$ cat src/isr_regs.svh
// Register offsets, field positions, reset values and counts
`ifndef ISR_REGS_SVH
`define ISR_REGS_SVH

// ----------------------------------------------------------------
// Register offsets (plain register port, 16-bit data)
// ----------------------------------------------------------------
`define ISR_REG_PTR0        4'h0
`define ISR_REG_PTR1        4'h1
`define ISR_REG_POWER_CTRL  4'h2
`define ISR_REG_STATUS      4'h3
`define ISR_REG_LAST_ADDR   4'h4

// ----------------------------------------------------------------
// Field positions
// ----------------------------------------------------------------
`define ISR_RI_BIT          0
`define ISR_CARRY_BIT       0
`define ISR_ZERO_BIT        1

// ----------------------------------------------------------------
// Reset values
// ----------------------------------------------------------------
`define ISR_PTR_RST         16'h0000
`define ISR_RI_RST          1'b1
`define ISR_STATUS_RST      2'h0

// ----------------------------------------------------------------
// Alias addresses and timing counts
// ----------------------------------------------------------------
`define ISR_ALIAS0_ADDR     16'h0000
`define ISR_ALIAS1_ADDR     16'h0001
`define ISR_RST_PULSE_CYC   4'h8

`endif

$ cat src/isr_pkg.sv
// Types shared by the indirect store and software reset block
package isr_pkg;

  typedef enum logic [1:0] {
    op_no_operation,
    op_store_w_indirect,
    op_sw_reset
  } isr_op_e;

  typedef enum logic [1:0] {
    mode_pre_inc,
    mode_pre_dec,
    mode_post_inc,
    mode_post_dec
  } isr_mode_e;

  typedef logic [15:0] isr_ptr_t;

endpackage : isr_pkg

$ cat src/isr_ptr_calc.sv
// Effective address and next pointer value for one pointer
`timescale 1ns/1ps
module isr_ptr_calc
  import isr_pkg::*;
(
  // Pointer and addressing form
  input  wire isr_ptr_t   ptr,
  input  wire logic [1:0] mode,
  input  wire logic       rel,
  input  wire logic [5:0] offset,
  // Results
  output isr_ptr_t        eff_addr,
  output isr_ptr_t        next_ptr
);

  isr_ptr_t ptr_inc;
  isr_ptr_t ptr_dec;
  isr_ptr_t ptr_rel;

  // 16-bit sums wrap modulo the pointer range
  assign ptr_inc = ptr + 16'h0001;
  assign ptr_dec = ptr - 16'h0001;
  assign ptr_rel = ptr + {{10{offset[5]}}, offset};

  always_comb begin
    eff_addr = ptr;
    next_ptr = ptr;
    if (rel) begin
      eff_addr = ptr_rel;
      next_ptr = ptr;
    end else begin
      case (isr_mode_e'(mode))
        mode_pre_inc: begin
          eff_addr = ptr_inc;
          next_ptr = ptr_inc;
        end
        mode_pre_dec: begin
          eff_addr = ptr_dec;
          next_ptr = ptr_dec;
        end
        mode_post_inc: begin
          eff_addr = ptr;
          next_ptr = ptr_inc;
        end
        mode_post_dec: begin
          eff_addr = ptr;
          next_ptr = ptr_dec;
        end
        default: begin
          eff_addr = ptr;
          next_ptr = ptr;
        end
      endcase
    end
  end

endmodule : isr_ptr_calc

$ cat src/isr_reset_pulse.sv
// Stretches a one-cycle reset trigger into a fixed-length request
`timescale 1ns/1ps
module isr_reset_pulse #(
  parameter logic [3:0] PULSE_CYC = 4'h8
) (
  // Clock and reset
  input  wire logic clk,
  input  wire logic reset_n,
  // Trigger and request
  input  wire logic trigger,
  output logic      req
);

  logic [3:0] count;

  always_ff @(posedge clk or negedge reset_n) begin
    if (!reset_n) begin
      count <= 4'h0;
    end else if (trigger) begin
      count <= PULSE_CYC;
    end else if (count != 4'h0) begin
      count <= count - 4'h1;
    end
  end

  always_ff @(posedge clk or negedge reset_n) begin
    if (!reset_n) begin
      req <= 1'b0;
    end else begin
      req <= trigger || (count > 4'h1);
    end
  end

endmodule : isr_reset_pulse

$ cat src/isr_core.sv
// Indirect store, no-operation and software reset execution unit
//
// Contract
// - Store writes the working register to memory at the selected pointer.
// - Mode 00 pre-inc, 01 pre-dec, 10 post-inc, 11 post-dec.
// - Offset form addresses pointer plus signed -32..31; pointer kept.
// - Pointer ends plus one, minus one, or unchanged for offset form.
// - Alias registers hold no storage; they only redirect an access.
// - Access to an alias goes to the address in its pointer.
// - Pointers are 16 bits and wrap modulo 10000h.
// - Pointer updates by the store leave every status flag alone.
// - Software reset triggers a full device reset; no operands; status flags return to their reset value.
// - Software reset clears the reset-instruction flag.
`timescale 1ns/1ps
`include "isr_regs.svh"
module isr_core
  import isr_pkg::*;
#(
  parameter logic [3:0] RST_PULSE_CYC = `ISR_RST_PULSE_CYC
) (
  // Clock and reset
  input  wire logic        clk,
  input  wire logic        reset_n,
  // Instruction issue
  input  wire logic        instr_valid,
  input  wire isr_op_e     instr_op,
  input  wire logic        instr_sel,
  input  wire logic [1:0]  instr_mode,
  input  wire logic        instr_rel,
  input  wire logic [5:0]  instr_offset,
  input  wire logic [7:0]  w_value,
  // Core data access that may hit an alias
  input  wire logic        acc_valid,
  input  wire logic        acc_write,
  input  wire logic [15:0] acc_addr,
  input  wire logic [7:0]  acc_wdata,
  // Data memory port
  output logic             mem_we,
  output logic             mem_re,
  output logic [15:0]      mem_addr,
  output logic [7:0]       mem_wdata,
  // Device reset request
  output logic             dev_reset_req,
  // Register port
  input  wire logic [3:0]  reg_addr,
  input  wire logic [15:0] reg_wdata,
  input  wire logic        reg_wr,
  input  wire logic        reg_rd,
  output logic [15:0]      reg_rdata
);

  // ----------------------------------------------------------------
  // State
  // ----------------------------------------------------------------
  isr_ptr_t   ptr [2];
  isr_ptr_t   eff [2];
  isr_ptr_t   nxt [2];
  logic       reset_instruction_flag;
  logic [1:0] status_flags;
  isr_ptr_t   last_addr;

  logic do_store;
  logic do_reset;
  logic hit_alias0;
  logic hit_alias1;
  logic alias_hit;
  logic alias_sel;

  assign do_store   = instr_valid && (instr_op == op_store_w_indirect);
  assign do_reset   = instr_valid && (instr_op == op_sw_reset);
  // Instructions win over a same-cycle data access
  assign hit_alias0 = acc_valid && !instr_valid
                      && (acc_addr == `ISR_ALIAS0_ADDR);
  assign hit_alias1 = acc_valid && !instr_valid
                      && (acc_addr == `ISR_ALIAS1_ADDR);
  assign alias_hit  = hit_alias0 || hit_alias1;
  assign alias_sel  = hit_alias1;

  // ----------------------------------------------------------------
  // Address arithmetic, one unit per pointer
  // ----------------------------------------------------------------
  generate
    for (genvar i = 0; i < 2; i++) begin : g_calc
      isr_ptr_calc u_calc (
        .ptr      (ptr[i]),
        .mode     (instr_mode),
        .rel      (instr_rel),
        .offset   (instr_offset),
        .eff_addr (eff[i]),
        .next_ptr (nxt[i])
      );
    end
  endgenerate

  // ----------------------------------------------------------------
  // Pointers
  // ----------------------------------------------------------------
  // A store's own update beats a software write in the same cycle
  generate
    for (genvar i = 0; i < 2; i++) begin : g_ptr
      always_ff @(posedge clk or negedge reset_n) begin
        if (!reset_n) begin
          ptr[i] <= `ISR_PTR_RST;
        end else if (do_reset) begin
          ptr[i] <= `ISR_PTR_RST;
        end else if (do_store && (instr_sel == 1'(i))) begin
          ptr[i] <= nxt[i];
        end else if (reg_wr && (reg_addr == 4'(i))) begin
          ptr[i] <= reg_wdata;
        end
      end
    end
  endgenerate

  // ----------------------------------------------------------------
  // Data memory port
  // ----------------------------------------------------------------
  // Aliases have no flop of their own: only the address is rewritten
  always_ff @(posedge clk or negedge reset_n) begin
    if (!reset_n) begin
      mem_we    <= 1'b0;
      mem_re    <= 1'b0;
      mem_addr  <= 16'h0000;
      mem_wdata <= 8'h00;
    end else if (do_store) begin
      mem_we    <= 1'b1;
      mem_re    <= 1'b0;
      mem_addr  <= eff[instr_sel];
      mem_wdata <= w_value;
    end else if (acc_valid && !instr_valid) begin
      mem_we    <= acc_write;
      mem_re    <= !acc_write;
      mem_addr  <= alias_hit ? ptr[alias_sel] : acc_addr;
      mem_wdata <= acc_wdata;
    end else begin
      mem_we    <= 1'b0;
      mem_re    <= 1'b0;
    end
  end

  always_ff @(posedge clk or negedge reset_n) begin
    if (!reset_n) begin
      last_addr <= 16'h0000;
    end else if (do_store) begin
      last_addr <= eff[instr_sel];
    end
  end

  // ----------------------------------------------------------------
  // Status flags and power control
  // ----------------------------------------------------------------
  // Flags change only by software writes and software reset; stores never touch them
  always_ff @(posedge clk or negedge reset_n) begin
    if (!reset_n) begin
      status_flags <= `ISR_STATUS_RST;
    end else if (do_reset) begin
      status_flags <= `ISR_STATUS_RST;
    end else if (reg_wr && (reg_addr == `ISR_REG_STATUS)) begin
      status_flags <= reg_wdata[1:0];
    end
  end

  // The hardware clear wins over a software set in the same cycle
  always_ff @(posedge clk or negedge reset_n) begin
    if (!reset_n) begin
      reset_instruction_flag <= `ISR_RI_RST;
    end else if (do_reset) begin
      reset_instruction_flag <= 1'b0;
    end else if (reg_wr && (reg_addr == `ISR_REG_POWER_CTRL)) begin
      reset_instruction_flag <= reg_wdata[`ISR_RI_BIT];
    end
  end

  isr_reset_pulse #(
    .PULSE_CYC (RST_PULSE_CYC)
  ) u_rst (
    .clk     (clk),
    .reset_n (reset_n),
    .trigger (do_reset),
    .req     (dev_reset_req)
  );

  // ----------------------------------------------------------------
  // Register read port
  // ----------------------------------------------------------------
  always_ff @(posedge clk or negedge reset_n) begin
    if (!reset_n) begin
      reg_rdata <= 16'h0000;
    end else if (reg_rd) begin
      case (reg_addr)
        `ISR_REG_PTR0:       reg_rdata <= ptr[0];
        `ISR_REG_PTR1:       reg_rdata <= ptr[1];
        `ISR_REG_POWER_CTRL: reg_rdata <= {15'h0000,
                                           reset_instruction_flag};
        `ISR_REG_STATUS:     reg_rdata <= {14'h0000, status_flags};
        `ISR_REG_LAST_ADDR:  reg_rdata <= last_addr;
        default:             reg_rdata <= 16'h0000;
      endcase
    end else begin
      reg_rdata <= 16'h0000;
    end
  end
endmodule : isr_core

$ cat config.mk
export PLATFORM = sky130hd
export DESIGN_NAME = isr_core
export DESIGN_NICKNAME = d
export VERILOG_FILES = /design/src/isr_pkg.sv /design/src/isr_ptr_calc.sv /design/src/isr_reset_pulse.sv /design/src/isr_core.sv
export VERILOG_INCLUDE_DIRS = /design/src /design/src/src
export SDC_FILE = /design/constraint.sdc
export NUM_CORES = 1
export LEC_CHECK = 0
export ABC_AREA = 1
export BUFFER_PORTS_ARGS = -buffer_cell sky130_fd_sc_hd__buf_2
export CAP_MARGIN = 20
export CORE_MARGIN = 10
export CORE_UTILIZATION = 45
export CTS_CLUSTER_SIZE = 10
export DETAILED_ROUTE_END_ITERATION = 7
export PLACE_DENSITY = 0.73
export SLEW_MARGIN = 20
export SYNTH_ARGS = -nofsm -noshare
export SYNTH_HDL_FRONTEND = slang
export SYNTH_SLANG_ARGS = --single-unit
$ cat constraint.sdc
create_clock -name clk -period 6.2 [get_ports clk]
set_clock_uncertainty 0.05 [all_clocks]
set_input_delay 0.62 -clock clk [delete_from_list [all_inputs] [get_ports clk]]
set_output_delay 0.62 -clock clk [all_outputs]
set_load 0.02 [all_outputs]
== Word-level counts from Yosys, hierarchy flattened ==
Index checks and enable logic that the tools add are counted.
Word-level totals
  register bits: 98
  logic and storage cells: 104
  bits of input ports: 71
  output and inout port bits: 43
Operators by class
  order comparisons: 3
  eq/ne operators: 12
  reductions and logical operators: 30
  bitwise logic cells: 3
  add/sub/neg operators: 7
  mux-type cells: 37
Operator list (number)
  16-bit two-way mux: 20
  16-bit case mux with 3 select lines: 2
  16-bit case mux with 5 select lines: 1
  16-bit case mux with 2 select lines: 2
  16-bit by 1-bit adder with 16-bit output (second input constant): 2
  16-bit adder: 2
  16-bit by 1-bit subtractor with 16-bit output (second input constant): 2
  16-bit by 1-bit equality test with 1-bit output (second input constant): 1
  16-bit zero test: 1
  8-bit two-way mux: 2
  1-bit logical AND: 11
  4-bit by 2-bit equality test with 1-bit output (second input constant): 2
  4-bit two-way mux: 2
  2-bit nonzero test: 4
  2-bit equality test (second input constant): 3
  1-bit two-way mux: 6
  3-bit by 2-bit != test with 1-bit output (second input constant): 2
  3-bit nonzero test: 2
  2-bit OR reduction: 3
  2-bit by 1-bit equality test with 1-bit output (second input constant): 2
  4-bit by 1-bit equality test with 1-bit output (second input constant): 1
  4-bit by 3-bit equality test with 1-bit output (second input constant): 1
  2-bit >= comparator (second input constant): 2
  4-bit by 1-bit greater-than comparator with 1-bit output (second input constant): 1
  10 further kinds: 15

== Logic depth before layout (Yosys ltp) ==
  depth after elaboration: 10
  depth in mapped cells: 16
  mapped depth without buffers: 16

== Modules after synthesis ==
A second synthesis with hierarchy kept.
Second synthesis, totals
  cells, all modules: 1676
  area, all modules: 10435.0 um^2
By module, submodules not included
  isr_ptr_calc: area an instance 2565.0 um^2, cells an instance 522, sequential area each 0.0 um^2, instances 2
  isr_core: area an instance 5032.3 um^2, cells an instance 603, sequential area each 2328.5 um^2, instances 1
  isr_reset_pulse: area an instance 272.8 um^2, cells an instance 29, sequential area each 125.1 um^2, instances 1

== Worst setup path after synthesis ==
Ideal clock, no wire load.
  path kind: input to register
  start point: in instr_offset[0]
  end point: reg mem_addr[8]
  library setup time: 0.113 ns
  data arrival time: 2.011 ns
  setup slack: 4.026 ns
  path buffers: 0
  data required time: 6.037 ns
  stages on the path: 13
  cell sequence: ha_1 -> inv_1 -> fa_1 -> o21bai_1 -> nand2_1 -> nand2_1 -> nand2_1 -> nand3_1 -> o21ai_0 -> nand2_1 -> nand3_1 -> nand2_1 -> inv_1
On the way
  longest elaborated chain between the ends: 6
  elaborated cells on any way between the ends: 8
  classes of those cells: add/sub (2); mux (6)
RTL lines
  start, declared: RTL line isr_core.sv:30  | input wire logic [5:0] instr_offset,
  16-bit adder: RTL line isr_ptr_calc.sv:23  | assign ptr_rel = ptr + {{10{offset[5]}}, offset};
  16-bit two-way mux: RTL line isr_ptr_calc.sv:28  | if (rel) begin
  16-bit two-way mux (not written as such) (*) (3 in series): RTL line isr_core.sv:128  | mem_addr <= eff[instr_sel];
  16-bit two-way mux (*): RTL line isr_core.sv:125  | end else if (do_store) begin
  end signal, assigned: RTL line isr_core.sv:128
  end signal, assigned: RTL line isr_core.sv:133  | mem_addr <= alias_hit ? ptr[alias_sel] : acc_addr;
  end, declared: RTL line isr_core.sv:40  | output logic [15:0] mem_addr,
Mark *: on every way between the ends. The rest lies on a longest branch, timed or not. The select of a mux whose other input is x is not followed.
A chain may end at the register's enable or synchronous reset.

== Worst setup path in the final report ==
  start point: reg ptr[0] (netlist bit)
  end point: reg mem_addr[8]
On the way
  longest elaborated chain between the ends: 7
  elaborated cells on any way between the ends: 9
  classes of those cells: add/sub (3); mux (6)
RTL lines
  start, declared: RTL line isr_core.sv:55  | isr_ptr_t ptr [2];
  start signal, assigned by index: RTL line isr_core.sv:103  | ptr[i] <= `ISR_PTR_RST;
  start signal, assigned by index: RTL line isr_core.sv:105  | ptr[i] <= `ISR_PTR_RST;
  start signal, assigned by index: RTL line isr_core.sv:107  | ptr[i] <= nxt[i];
  16-bit by 1-bit subtractor with 16-bit output / 16-bit by 1-bit adder with 16-bit output (equally long branches): RTL line isr_ptr_calc.sv:22, isr_ptr_calc.sv:21
  16-bit case mux with 3 select lines: RTL line isr_ptr_calc.sv:32  | case (isr_mode_e'(mode))
  16-bit two-way mux (*): RTL line isr_ptr_calc.sv:28
  16-bit two-way mux (not written as such) (*) (3 in series): RTL line isr_core.sv:128
  16-bit two-way mux (*): RTL line isr_core.sv:125
Marked as above.

==> reports/qor.csv <==
metric,value,unit
endpoint_kind,flip-flop,
firstDrtPassIters,6,
drive_gt1_share,13.3,%
worstSetupPathType,flip-flop to flip-flop,
hold_path.class,primary input to async pin,
leakage,5.31,nW
routedWlPerCell,19.6,um
cts_max_level,3,
cap_violations,0,
die_w,166,um
fmax,352,MHz
initial_core_util,45.7,%
rows,53,
wirelength,36400,um
yosys.area.top_type,dfrtp_1,
crit_fanout,8,
clockRootBuffer,clkbuf_16,
slew_headroom,38.7,%
worst-path-stages,12,
cp.required,6.45,ns
power_density,265,mW/mm2
synth.avg_cell_area,6.31,um2
grt_overflow,0,
final.setup.worst_slack,3.36,ns
core_area,0.0210,mm2
detailed_place_hpwl,28000,um
yosysWarnings,0,
synth-seq-cells,98,
startpoint,ptr[0],
cts_hold_buf,0,
layout.nets,1690,
cp_common_cell,nand2_1,
rsz0062_at_grt,no,
min_period,2.84,ns
syn-num-nets,1627,
grt_pass1_wl,56800,um
slew_viol_final,0,
viasPerCell,5.82,
synth_edf_count,0,
synth_area,0.00958,mm2
ys_types,51,
dieArea,0.0275,mm2
postCtsSetupRepairBufs,0,
worst_skew_pair.late_latency,0.37,ns
syn_inst,1517,
finalHoldWorstSlack,0.172,ns
reg2reg_from,ptr[0],
cp_cell_sequence,ha_1 -> inv_1 -> fa_1 -> o21bai_1 -> nand2_1 -> nand3b_1 -> nand3_1 -> o21ai_0 -> nand2_1 -> nand3_1 -> nand2_1 -> inv_1,
post-route-period-util,45.8,%
gp_congestion,1.04,
seq_area_frac_synth,25.6,%
die_y,166,um
fill_cells,2180,
vias,10833,
worst_setup_path_start_kind,flip-flop,
reg2reg_depth,12,
timing_worst_slew_pin_value,0.920,ns
grt_pass1_vias,10260,
crit_buf_inv,2,
layout_common_cells,"nand2_1 (466), nand3_1 (218), inv_1 (170)",
finalSetupViolCount,0,
finalHoldViolations,0,
cts_resized,0,
synthTopCellsByArea,"dfrtp_1 (25%), nand2_1 (18%), nand3_1 (11%), inv_1 (6.7%), ha_1 (4.8%)",
drc,0,
worst_path_dominant_cell_family,adder cells,
synth_top_area_share,25.3,%
io_buffer_count,113,
gr-usage-all-layers,25.3,%
peakVddDrop,0.000211,V
diodes,0,
crit_slowest_cell,dfrtp_1,
cts_tree,done,
setup_tns,0,ns
clockBufferDepth,2,
async_flop_share,100,%
clk_pin_slew,0.07,ns
antenna_found_initial,0,
critical-path-max-stage-delay,0.55,ns
areaGrowthSynthToFinish,9.58,%
io_pins,114,
total_power,2.78,mW
status,completed,
numCtsBuffers,9,
synth-main-ff-cell,dfrtp_1,
r2r_slack,3.36,ns
crit_end,mem_addr[8],
place_ws,3.15,ns
grt_max_degree,61,
ant_nets,0,
clkSinkCount,98,
final_common_cell,nand2_1,
cp.arrival,3.09,ns
drt-initial-drc-count,1418,
r2r-end,mem_addr[8],
==> sequential cells by signal (all words and copies together) (netlist names) <==
register / flops
reset_instruction_flag: 1
u_rst.count: 4
mem_re: 1
mem_addr: 16
mem_we: 1
u_rst.req: 1
last_addr: 16
reg_rdata: 16
status_flags: 2
ptr: 32
mem_wdata: 8
==> layer usage <==
metal | vias up | track usage (%) | wire (um)
met1 | 4950 | 32.2 | 14600
met5 | - | 0 | 0
met3 | 127 | 5.40 | 3640
met4 | 0 | 13.0 | 2050
met2 | 658 | 39.6 | 16200
li1 | 5098 | - | -
==> synth_stat cells, types with 20 or more instances <==
cell / number
xor2_1: 28
dfrtp_1: 97
o211ai_1: 36
nand2_1: 466
nand3_1: 218
a21oi_1: 37
o21ai_0: 70
ha_1: 37
clkbuf_1: 22
nand4_1: 20
buf_2: 26
inv_1: 170
nor2_1: 114
==> power by group <==
| group | internal, mW | leakage, nW | switching, mW |
|---|---|---|---|
| combinational | 0.401 | 3.92 | 0.816 |
| clock | 0.359 | 0.155 | 0.281 |
| sequential | 0.751 | 1.23 | 0.174 |
==> kinds of logic (layout without fill, tap and decap cells) <==
| group | after synthesis | count (layout) | share of synthesized area [%] |
|---|---|---|---|
| AND/OR/NAND/NOR | 896 | 896 | 41.9 |
| buffers and inverters | 250 | 318 | 11.1 |
| AO/OA/AOI/OAI | 199 | 199 | 12.9 |
| flip-flops | 98 | 98 | 25.6 |
| adder cells (fa/ha/maj) | 39 | 39 | 5.25 |
| XOR/XNOR | 34 | 34 | 3.19 |
| multiplexers | 1 | 1 | 0.105 |
==> metrics by stage <==
stage	util [%]	instance area [um2]	cells
3_3_place_gp	48.5	10200	1844
2_1_floorplan	-	9580	1517
6_report	50.1	10500	1860
4_1_cts	50.1	10500	1860
5_1_grt	50.1	10500	1860
3_5_place_dp	48.5	10200	1844
==> worst min-delay path by stage <==
stage | start | endpoint | slack, ns | cells past startpoint
finish | reset_n | mem_wdata[5] | 0.17 | 1
global route | reset_n | mem_wdata[5] | 0.21 | 1
CTS | reset_n | mem_wdata[5] | 0.19 | 1
detailed placement | mem_wdata[0] | mem_wdata[0] | 0.41 | 2
global placement | mem_wdata[6] | mem_wdata[6] | 0.41 | 2
floorplan | reset_n | last_addr[0] | 0.27 | 0
==> final cells by class <==
cell class              count  area, um2  area share, %
repair buffers            119        613           5.84
flip-flops and latches     98       2450           23.4
inverters                 183        689           6.57
clock buffers              10        229           2.18
well taps                 275        344           3.28
multi-input cells        1169       6070           57.8
clock inverters             6       96.3          0.918
(Power assumes the default switching activity.)
